## src/common/asm_pkg.sv

```systemverilog
package asm_pkg;

    // register offsets, byte addresses on the 8-bit register port
    localparam logic [7:0] OFS_MODE = 8'h00;
    localparam logic [7:0] OFS_ERR = 8'h04;
    localparam logic [7:0] OFS_RXBUF = 8'h08;
    localparam logic [7:0] OFS_TXBUF = 8'h0C;
    localparam logic [7:0] OFS_CKSEL = 8'h10;
    localparam logic [7:0] OFS_BAUD = 8'h14;

    // op_mode_reg fields
    localparam int MODE_PWR = 7;
    localparam int MODE_TXE = 6;
    localparam int MODE_RXE = 5;
    localparam int MODE_PSH = 4;
    localparam int MODE_PSL = 3;
    localparam int MODE_CL = 2;
    localparam int MODE_SL = 1;
    localparam int MODE_ISRM = 0;

    // rx_error_status_reg fields
    localparam int ERR_PE = 2;
    localparam int ERR_FE = 1;
    localparam int ERR_OVE = 0;

    // tx status fields, read at the tx buffer offset
    localparam int TXS_FULL = 1;
    localparam int TXS_BUSY = 0;

    // parity-select encodings
    localparam logic [1:0] PAR_NONE = 2'h0;
    localparam logic [1:0] PAR_ZERO = 2'h1;
    localparam logic [1:0] PAR_ODD = 2'h2;
    localparam logic [1:0] PAR_EVEN = 2'h3;

    // reset values
    localparam logic [7:0] MODE_RST = 8'h01;
    localparam logic [3:0] CKSEL_RST = 4'h0;
    localparam logic [7:0] BAUD_RST = 8'hFF;
    localparam logic [11:0] TX_IDLE_FRAME = 12'hFFF;

    // timing counts, in base clock ticks
    localparam logic [1:0] ENABLE_GUARD_TICKS = 2'h2;
    localparam logic [7:0] MIN_BIT_TICKS = 8'h02;

    localparam int TX_FIFO_DEPTH = 8;
    localparam int DATA_W = 8;

    typedef struct packed {
        logic [7:0] addr;
        logic [7:0] wdata;
        logic wr;
        logic rd;
    } asm_bus_req_t;

    typedef enum logic {
        TX_IDLE,
        TX_SHIFT
    } asm_tx_state_t;

    typedef enum logic {
        RX_IDLE,
        RX_BITS
    } asm_rx_state_t;

endpackage : asm_pkg

```

## src/logic/asm_serial_port.sv

```systemverilog
// Chosen here: the address map and the plain strobed port.
`timescale 1ns/1ps

module asm_fifo #(
    parameter int WIDTH = 8,
    parameter int DEPTH = 8
) (
    input wire logic ref_clk,
    input wire logic reset,
    input wire logic flush,
    input wire logic in_valid,
    input wire logic [WIDTH-1:0] in_data,
    output logic in_ready,
    output logic out_valid,
    output logic [WIDTH-1:0] out_data,
    input wire logic out_ready
);
    localparam int PW = $clog2(DEPTH);

    typedef struct packed {
        logic [DEPTH-1:0][WIDTH-1:0] mem;
        logic [PW:0] cnt;
        logic [PW-1:0] rp;
        logic [PW-1:0] wp;
    } asm_fifo_st_t;

    asm_fifo_st_t q;
    asm_fifo_st_t n;
    logic push;
    logic pop;

    assign in_ready = (q.cnt != (PW+1)'(DEPTH));
    assign out_valid = (q.cnt != '0);
    assign out_data = q.mem[q.rp];

    always_comb
    begin
        n = q;
        push = in_valid && in_ready;
        pop = out_valid && out_ready;
        if (push)
        begin
            n.mem[q.wp] = in_data;
            n.wp = (q.wp == PW'(DEPTH - 1)) ? '0 : q.wp + 1'b1;
        end
        if (pop)
        begin
            n.rp = (q.rp == PW'(DEPTH - 1)) ? '0 : q.rp + 1'b1;
        end
        n.cnt = q.cnt + (PW+1)'(push) - (PW+1)'(pop);
        // flush drops queued bytes; the memory content is left as is
        if (flush)
        begin
            n.cnt = '0;
            n.rp = '0;
            n.wp = '0;
        end
    end

    always_ff @(posedge ref_clk)
    begin
        if (reset)
        begin
            q <= '0;
        end
        else
        begin
            q <= n;
        end
    end

endmodule : asm_fifo

// Operation
// - low line at rx enable starts reception
// - enables base-clock synced; two-tick re-enable gap
// - stop length tx only; receiver uses one
// - parity error follows parity select mode
// - framing check looks at first stop only
// - pending overrun discards next character
// - error status read inserts a wait cycle
module asm_serial_port (
    input wire logic ref_clk,
    input wire logic reset,
    input asm_pkg::asm_bus_req_t bus_req,
    output logic [7:0] rd_data_q,
    output logic err_read_wait_q,
    input wire logic serial_rx_pin,
    output logic serial_tx_pin_q
);
    import asm_pkg::*;

    typedef struct packed {
        logic [7:0] mode;
        logic [3:0] cksel;
        logic [7:0] baud;
        logic [10:0] pre;
        logic tick;
        logic tx_en_s;
        logic rx_en_s;
        logic [1:0] tx_guard;
        logic [1:0] rx_guard;
        logic rx_meta;
        logic rx_sync;
        asm_tx_state_t tx_st;
        logic [7:0] tx_cnt;
        logic [3:0] tx_left;
        logic [11:0] tx_sh;
        asm_rx_state_t rx_st;
        logic [7:0] rx_cnt;
        logic [3:0] rx_idx;
        logic [7:0] rx_sh;
        logic rx_pbit;
        logic [7:0] rx_buf;
        logic rx_full;
        logic [2:0] err;
        logic [7:0] rd_data;
        logic rd_wait;
    } asm_port_st_t;

    localparam asm_port_st_t ST_RST = '{
        mode: MODE_RST,
        cksel: CKSEL_RST,
        baud: BAUD_RST,
        tx_st: TX_IDLE,
        tx_sh: TX_IDLE_FRAME,
        rx_st: RX_IDLE,
        rx_meta: 1'b1,
        rx_sync: 1'b1,
        default: '0
    };

    asm_port_st_t q;
    asm_port_st_t n;

    logic fifo_in_ready;
    logic fifo_out_valid;
    logic [7:0] fifo_out_data;
    logic tx_pop;
    logic tx_push;

    // writes before the synced enable are dropped
    assign tx_push = bus_req.wr && (bus_req.addr == OFS_TXBUF) && q.tx_en_s;

    asm_fifo #(
        .WIDTH(DATA_W),
        .DEPTH(TX_FIFO_DEPTH)
    ) u_tx_fifo (
        .ref_clk(ref_clk),
        .reset(reset),
        .flush(!q.tx_en_s),
        .in_valid(tx_push),
        .in_data(bus_req.wdata),
        .in_ready(fifo_in_ready),
        .out_valid(fifo_out_valid),
        .out_data(fifo_out_data),
        .out_ready(tx_pop)
    );

    assign rd_data_q = q.rd_data;
    assign err_read_wait_q = q.rd_wait;
    assign serial_tx_pin_q = q.tx_sh[0];

    always_comb
    begin
        logic [10:0] lim;
        logic [7:0] bper;
        logic [1:0] ps;
        logic [3:0] nd;
        logic [7:0] dm;
        logic pbit;
        logic smp;
        logic [11:0] frame;
        logic [7:0] rx_data;
        logic pe;
        logic rxbuf_read;
        lim = '0;
        bper = '0;
        ps = '0;
        nd = '0;
        dm = '0;
        pbit = 1'b0;
        smp = 1'b0;
        frame = '0;
        rx_data = '0;
        pe = 1'b0;
        rxbuf_read = 1'b0;
        n = q;
        tx_pop = 1'b0;

        // pin passes two flops before any use
        n.rx_meta = serial_rx_pin;
        n.rx_sync = q.rx_meta;
        n.rd_wait = 1'b0;
        n.rd_data = 8'h00;

        // base clock: one tick every 2**cksel reference clocks, held at 2048 for cksel 11 and above
        lim = (11'h001 << q.cksel) - 11'h001;
        n.tick = 1'b0;
        if (q.pre >= lim)
        begin
            n.pre = '0;
            n.tick = 1'b1;
        end
        else
        begin
            n.pre = q.pre + 11'h001;
        end

        bper = (q.baud < MIN_BIT_TICKS) ? MIN_BIT_TICKS : q.baud;
        ps = {q.mode[MODE_PSH], q.mode[MODE_PSL]};
        nd = q.mode[MODE_CL] ? 4'h8 : 4'h7;

        if (bus_req.wr)
        begin
            // format bits are taken as written; software keeps them stable while enabled
            unique case (bus_req.addr)
                OFS_MODE: n.mode = bus_req.wdata;
                OFS_CKSEL: n.cksel = bus_req.wdata[3:0];
                OFS_BAUD: n.baud = bus_req.wdata;
                default: ;
            endcase
        end

        if (bus_req.rd)
        begin
            unique case (bus_req.addr)
                OFS_MODE: n.rd_data = q.mode;
                OFS_ERR:
                begin
                    n.rd_data = {5'h00, q.err};
                    n.rd_wait = 1'b1;
                    n.err = 3'h0;
                end
                OFS_RXBUF:
                begin
                    n.rd_data = q.rx_buf;
                    n.rx_full = 1'b0;
                    rxbuf_read = 1'b1;
                end
                OFS_TXBUF:
                begin
                    n.rd_data[TXS_FULL] = !fifo_in_ready;
                    n.rd_data[TXS_BUSY] = (q.tx_st == TX_SHIFT);
                end
                OFS_CKSEL: n.rd_data = {4'h0, q.cksel};
                OFS_BAUD: n.rd_data = q.baud;
                default: n.rd_data = 8'h00;
            endcase
        end

        if (q.tick)
        begin
            if (!(q.mode[MODE_PWR] && q.mode[MODE_TXE]))
            begin
                n.tx_en_s = 1'b0;
                n.tx_guard = q.tx_en_s ? ENABLE_GUARD_TICKS
                    : ((q.tx_guard != 2'h0) ? q.tx_guard - 2'h1 : 2'h0);
            end
            else if (q.tx_guard != 2'h0)
            begin
                n.tx_guard = q.tx_guard - 2'h1;
            end
            else
            begin
                n.tx_en_s = 1'b1;
            end
            if (!(q.mode[MODE_PWR] && q.mode[MODE_RXE]))
            begin
                n.rx_en_s = 1'b0;
                n.rx_guard = q.rx_en_s ? ENABLE_GUARD_TICKS
                    : ((q.rx_guard != 2'h0) ? q.rx_guard - 2'h1 : 2'h0);
            end
            else if (q.rx_guard != 2'h0)
            begin
                n.rx_guard = q.rx_guard - 2'h1;
            end
            else
            begin
                n.rx_en_s = 1'b1;
            end
        end

        // parity bit of the outgoing byte
        dm = q.mode[MODE_CL] ? fifo_out_data : {1'b0, fifo_out_data[6:0]};
        unique case (ps)
            PAR_ODD: pbit = ~^dm;
            PAR_EVEN: pbit = ^dm;
            PAR_NONE, PAR_ZERO: pbit = 1'b0;
        endcase
        frame = TX_IDLE_FRAME;
        frame[0] = 1'b0;
        for (int i = 0; i < 8; i++)
        begin
            if (i < int'(nd))
            begin
                frame[1 + i] = dm[i];
            end
        end
        if (ps != PAR_NONE)
        begin
            frame[1 + int'(nd)] = pbit;
        end

        unique case (q.tx_st)
            TX_IDLE:
            begin
                if (q.tx_en_s && fifo_out_valid && q.tick)
                begin
                    tx_pop = 1'b1;
                    n.tx_sh = frame;
                    n.tx_cnt = bper - 8'h01;
                    // stop length applies to tx only
                    n.tx_left = 4'h1 + nd + {3'h0, ps != PAR_NONE}
                        + (q.mode[MODE_SL] ? 4'h2 : 4'h1);
                    n.tx_st = TX_SHIFT;
                end
            end
            TX_SHIFT:
            begin
                if (q.tick)
                begin
                    if (q.tx_cnt != 8'h00)
                    begin
                        n.tx_cnt = q.tx_cnt - 8'h01;
                    end
                    else if (q.tx_left == 4'h1)
                    begin
                        n.tx_sh = TX_IDLE_FRAME;
                        n.tx_st = TX_IDLE;
                    end
                    else
                    begin
                        n.tx_sh = {1'b1, q.tx_sh[11:1]};
                        n.tx_left = q.tx_left - 4'h1;
                        n.tx_cnt = bper - 8'h01;
                    end
                end
            end
        endcase
        // a dropped enable aborts the frame at once
        if (!q.tx_en_s)
        begin
            n.tx_st = TX_IDLE;
            n.tx_sh = TX_IDLE_FRAME;
        end

        smp = q.rx_sync;
        unique case (q.rx_st)
            RX_IDLE:
            begin
                // level, not edge: a low line at enable is a start bit
                if (q.rx_en_s && !q.rx_sync)
                begin
                    n.rx_st = RX_BITS;
                    n.rx_cnt = bper >> 1;
                    n.rx_idx = 4'h0;
                end
            end
            RX_BITS:
            begin
                if (q.tick && (q.rx_cnt != 8'h00))
                begin
                    n.rx_cnt = q.rx_cnt - 8'h01;
                end
                else if (q.tick)
                begin
                    n.rx_cnt = bper - 8'h01;
                    n.rx_idx = q.rx_idx + 4'h1;
                    if (q.rx_idx == 4'h0)
                    begin
                        // start bit gone high at mid-bit: noise, back to idle
                        if (smp)
                        begin
                            n.rx_st = RX_IDLE;
                        end
                    end
                    else if (q.rx_idx <= nd)
                    begin
                        n.rx_sh = {smp, q.rx_sh[7:1]};
                    end
                    else if ((ps != PAR_NONE) && (q.rx_idx == nd + 4'h1))
                    begin
                        n.rx_pbit = smp;
                    end
                    else
                    begin
                        // first stop bit only; receiver fixed at one
                        n.rx_st = RX_IDLE;
                        rx_data = q.mode[MODE_CL] ? q.rx_sh : {1'b0, q.rx_sh[7:1]};
                        unique case (ps)
                            PAR_ODD: pe = !(^{rx_data, q.rx_pbit});
                            PAR_EVEN: pe = ^{rx_data, q.rx_pbit};
                            PAR_NONE, PAR_ZERO: pe = 1'b0;
                        endcase
                        // flags set after the read clear, so a set wins
                        n.err[ERR_PE] = n.err[ERR_PE] | pe;
                        n.err[ERR_FE] = n.err[ERR_FE] | !smp;
                        if (q.err[ERR_OVE])
                        begin
                            n.err[ERR_OVE] = n.err[ERR_OVE];
                        end
                        else if (q.rx_full && !rxbuf_read)
                        begin
                            n.err[ERR_OVE] = 1'b1;
                        end
                        else
                        begin
                            n.rx_buf = rx_data;
                            n.rx_full = 1'b1;
                        end
                    end
                end
            end
        endcase
        // a dropped enable abandons the frame in progress
        if (!q.rx_en_s)
        begin
            n.rx_st = RX_IDLE;
        end

        // power off clears rx_full, the error state and the prescaler
        if (!q.mode[MODE_PWR])
        begin
            n.rx_full = 1'b0;
            n.err = 3'h0;
            n.pre = '0;
        end
    end

    always_ff @(posedge ref_clk)
    begin
        if (reset)
        begin
            q <= ST_RST;
        end
        else
        begin
            q <= n;
        end
    end

endmodule : asm_serial_port

```

## config.mk

```make
export PLATFORM = sky130hd
export DESIGN_NAME = asm_serial_port
export DESIGN_NICKNAME = d
export VERILOG_FILES = /design/src/common/asm_pkg.sv /design/src/logic/asm_serial_port.sv
export SDC_FILE = /design/constraint.sdc
export NUM_CORES = 1
export LEC_CHECK = 0
export BUFFER_PORTS_ARGS = -buffer_cell sky130_fd_sc_hd__buf_2
export CORE_MARGIN = 3
export CORE_UTILIZATION = 60
export CTS_CLUSTER_SIZE = 14
export DETAILED_ROUTE_END_ITERATION = 8
export PLACE_DENSITY = 0.88
export SLEW_MARGIN = 40
export SYNTH_ARGS = -nofsm -noshare
export SYNTH_HDL_FRONTEND = slang
export SYNTH_HIERARCHICAL = 1
export SYNTH_SLANG_ARGS = --single-unit
```

## constraint.sdc

```tcl
create_clock -name ref_clk -period 3.7 [get_ports ref_clk]
set_input_delay 0.185 -clock ref_clk [delete_from_list [all_inputs] [get_ports ref_clk]]
set_output_delay 0.185 -clock ref_clk [all_outputs]
set_load 0.03 [all_outputs]
```

* Yosys cells after proc, flatten, opt, wreduce, memory -nomap -nowiden
Cells that the tools add are included.
Storage, ports and cells: register bits 182, latch bits 0, memory bits (writable) 0, bits in read-only memories 0, input port bits 21, output and inout port bits 10, word-level logic and storage cells 245, memories 0
Operators by class: add/sub/neg operators 17, multiply operators 0, div/mod/pow operators 0, order comparisons 16, equality and inequality tests 26, shifts and indexed selects 1, mux-type cells 84, bitwise operators 14, reductions and logical operators 51
Operator list (count):
- $mux 25 | 3
- $bwmux 64 | 1
- $mux 8 | 8
- $pmux 25 s2 | 1
- $mux 13 | 3
- $mux 1 | 36
- $mux 12 | 3
- $mux 34 | 1
- $pmux 6 s5 | 1
- $pmux 13 s2 | 1
- $bmux 8 s3 | 1
- $demux 8 s3 | 1
- $sub 8x1->8 const B | 3
- $mux 21 | 1
- $mux 2 | 9
- $mux 9 | 2
- $eq 8x4->1 const B | 2
- $eq 8x5->1 const B | 2
- $lt 3x4->1 const A | 4
- $mux 16 | 1
- $reduce_and 2->1 | 8
- $reduce_bool 8->1 | 2
- $logic_and 1x1->1 | 14
- $ne 2x2->1 const B | 7
- other kinds (55) | 94

* Depth between registers and ports, before layout
depth after elaboration 17, gate-level depth with buffers 15, depth with buffers taken out 13

* Cells and area by module
Netlist, hierarchy kept.
Modules (own cells, without submodules):
- asm_serial_port | times used 1, cells each 787, area each 6294.8 sq um, seq. area each 2162.1 sq um
- asm_fifo | times used 1, cells each 330, area each 3744.8 sq um, seq. area each 1481.4 sq um

* Worst setup path before layout
OpenSTA, ideal clock, no wires.
kind reg-to-reg, start reg q[97] (netlist name), end reg q[81] (netlist name), arrival time 3.047 ns, data required time 3.614 ns, setup slack 0.568 ns, cell stages (with the launch flop) 16, path buffers 3, cell sequence dfxtp_1 -> clkbuf_1 -> nor2_1 -> nand3_1 -> ha_1 -> clkbuf_1 -> nand2_1 -> o21ai_0 -> a22o_1 -> a32oi_1 -> ha_1 -> a2111oi_0 -> o21ai_0 -> a41o_1 -> clkbuf_1 -> a211oi_1

==> metrics.yaml <==
status: "completed"
ys.warnings.count: 6
area_delta_synth_final_pct: 7.80
hold_class: "input pin to register"
vias: 8227
clock_skew_ps: 6.34
synth-seq-cells: 182
clockRootBuffer: "clkbuf_16"
synth_ff_type: "dfxtp_1"
end_kind: "register"
min_from: "bus_req[2]"
diodes: 0
layout_common_cells: "dfxtp_1, nand2_1, nand2b_1, mux2i_1, nor2_1"
route.detailed.drc: 0
rows: 46
max-cap-violations: 0
p_leak_nw: 4.29
die_area_mm2: 0.0183
core_mm2: 0.0161
fp.dieW_um: 135
max_slew_margin_pct: 49.0
drv_slew: 0
post-place-cells: 1296
clock_sinks: 182
power_density_mw_per_mm2: 371
r2r-start: "q[97]$_SDFFE_PP0P_"
io_buffers: 30
post-route-min-period_ps: 3400
cts_buffer_depth: 2
timing.hold.ws_ps: 38.4
grt_overflow: 0
rrSetupSlack_ps: 300
grt_start_max_net_pins: 86
tightest_slew_ps: 765
drive_above_1_share_pct: 11.1
fillers: 1213
clk_pin_slew_ps: 70
gp_congestion: 0.901
grt_pass1_vias: 7919
first_iter_violations: 873
ant_nets: 0
crit_required_ps: 4040
worstReg2RegEnd: "q[86]$_SDFF_PP0_"
die_h_um: 135
dr_wl_met3_um: 1580
cts_buffers: 17
nets: 1165
instances_no_fill: 1329
routed_wl_um: 23800
cp_max_fo: 12
regArea_mm2: 0.00364
cp.arrival_ps: 3750
ys_seq_area_share_pct: 36.3
max_freq_mhz: 294
fin_setup_tns_ps: 0
avgViaCountPerCell: 6.19
ys_types: 86
ir_drop_mv: 0.450
post-place-ws_ps: 191
pin_count: 31
post-route-util_pct: 67.2
postSynthAreaPerCell_um2: 8.99
dp_hpwl_um: 15800
clk_latency_ps: 440
drt_pass1_iterations: 7
grt_usage_pct: 26.5
wl_met1_um: 10200
syn_inst: 1117
multi_input_area_mm2: 0.00583
hold_depth: 3
cts_tree: "built"
final_common_cell: "dfxtp_1"
dr_wl_met2_um: 11400
hold_violations: 0
crit_type: "register to register"
synth_nets: 1182
fin_crit_sh_pct: 92.0
initial_utilization_pct: 62.3
synth-edff-count: 0
setup_viol_count_final: 0
ff2ff_path_depth: 12
synth_async_sr_flop_share_pct: 0
hold_end: "q[88]$_SDFFE_PP1P_"
fin_ws_ps: 298
grt_pass1_wl_um: 39100
startpoint_type: "register"
routedWlPerCell_um: 17.9
netlist_area_mm2: 0.0100
highest_layer: "met4"
rsz0062_at_grt: "no"
htreeDepth: 4
antenna_found_initial: 0
worst max path at each step:
stage	slack (ps)	depth (start not counted)	startpoint	endpoint
finish	300	12	q[97]$_SDFFE_PP0P_	q[86]$_SDFF_PP0_
global route	50	12	q[97]$_SDFFE_PP0P_	q[82]$_SDFF_PP0_
CTS	180	12	q[97]$_SDFFE_PP0P_	q[86]$_SDFF_PP0_
detailed placement	190	12	q[97]$_SDFFE_PP0P_	q[83]$_SDFF_PP0_
global placement	360	12	q[97]$_SDFFE_PP0P_	q[79]$_SDFF_PP0_
floorplan	570	15	q[97]$_SDFFE_PP0P_	q[81]$_SDFF_PP0_
routing by layer:
metal / up-vias / global-route usage [%]
li1: 3946 / -
met1: 3924 / 34.2
met2: 299 / 42.3
met3: 58 / 6.98
met4: 0 / 10.6
met5: - / 0
metrics by stage:
stage / total power [mW] / area (um^2)
3_5_place_dp: 2.15 / 10200
3_3_place_gp: 2.15 / 10200
5_1_grt: 4.12 / 10800
4_1_cts: 4.03 / 10800
6_report: 4.01 / 10800
2_1_floorplan: 2.11 / 10000
power by group:
part | total, mW | internal, mW | switching, mW
clock | 1.90 | 1.05 | 0.853
sequential | 1.97 | 1.96 | 0.00764
combinational | 0.141 | 0.0507 | 0.0904
total | 4.01 | 3.06 | 0.951
cell type report:
type                       count  share of cell area [%]
inverter                      42                    1.46
tap                          216                    2.50
timing repair buffer          48                    2.80
clock inverter                14                    1.70
multi-input combinational    809                    53.8
sequential                   182                    33.7
clock buffer                  18                    4.06
registers in the layout, summed over array words and instances, names as in the netlist:
name,flops
serial_tx_pin_q,1
rd_data_q,8
err_read_wait_q,1
u_tx_fifo/q,74
n,1
q,97
synthesized netlist by cell type (7+ instances only):
library cell	number	share of area, %
ha_1	42	5.2
and2_1	7	0.44
nand2_1	88	3.3
nand2b_1	81	5.0
nand4_1	9	0.56
buf_1	9	0.34
clkbuf_1	42	1.6
nor2_1	79	3.0
a21oi_1	77	3.8
buf_2	14	0.70
nand3b_1	10	0.75
inv_1	42	1.6
and3_1	9	0.56
a211oi_1	21	1.6
xor2_1	12	1.0
dfxtp_1	182	36
xnor2_1	21	1.8
buf_4	12	0.90
mux4_1	14	3.7
nand4b_1	7	0.61
o21a_1	8	0.60
nand3_1	38	1.9
mux2_2	13	1.5
mux2i_1	79	7.9
a22oi_1	7	0.52
o21ai_0	50	2.5
nor3_1	20	1.0
worst max-delay path: stages (launching register included):
cell	delay (ps)
dfxtp_1	440
nor2_4	210
nand3_1	130
ha_1	330
or2_2	340
o21ai_0	170
a22o_1	150
a32oi_1	50
ha_1	300
a2111oi_0	400
o21ai_0	170
a41o_2	360
a211oi_1	250
logic make-up (layout without fill, tap and decap cells):
family	after synthesis	count (layout)	share of synthesized area, %
xor gates and xnor gates	34	34	3.10
muxes	110	110	13.8
buffers and inverters	126	122	5.77
adders and majority gates	44	44	5.63
DFF	182	182	36.3
AOI/OAI and AO/OA	218	218	13.5
and+or+nand+nor	403	403	21.8
repair_timing:
action	CTS	global route
gates resized for setup	0	3
hold endpoints to repair	1	0
setup buffers	0	0
hold buffers	1	0
setup endpoints to repair	0	12
No activity file was read; power rests on OpenSTA's default activity.
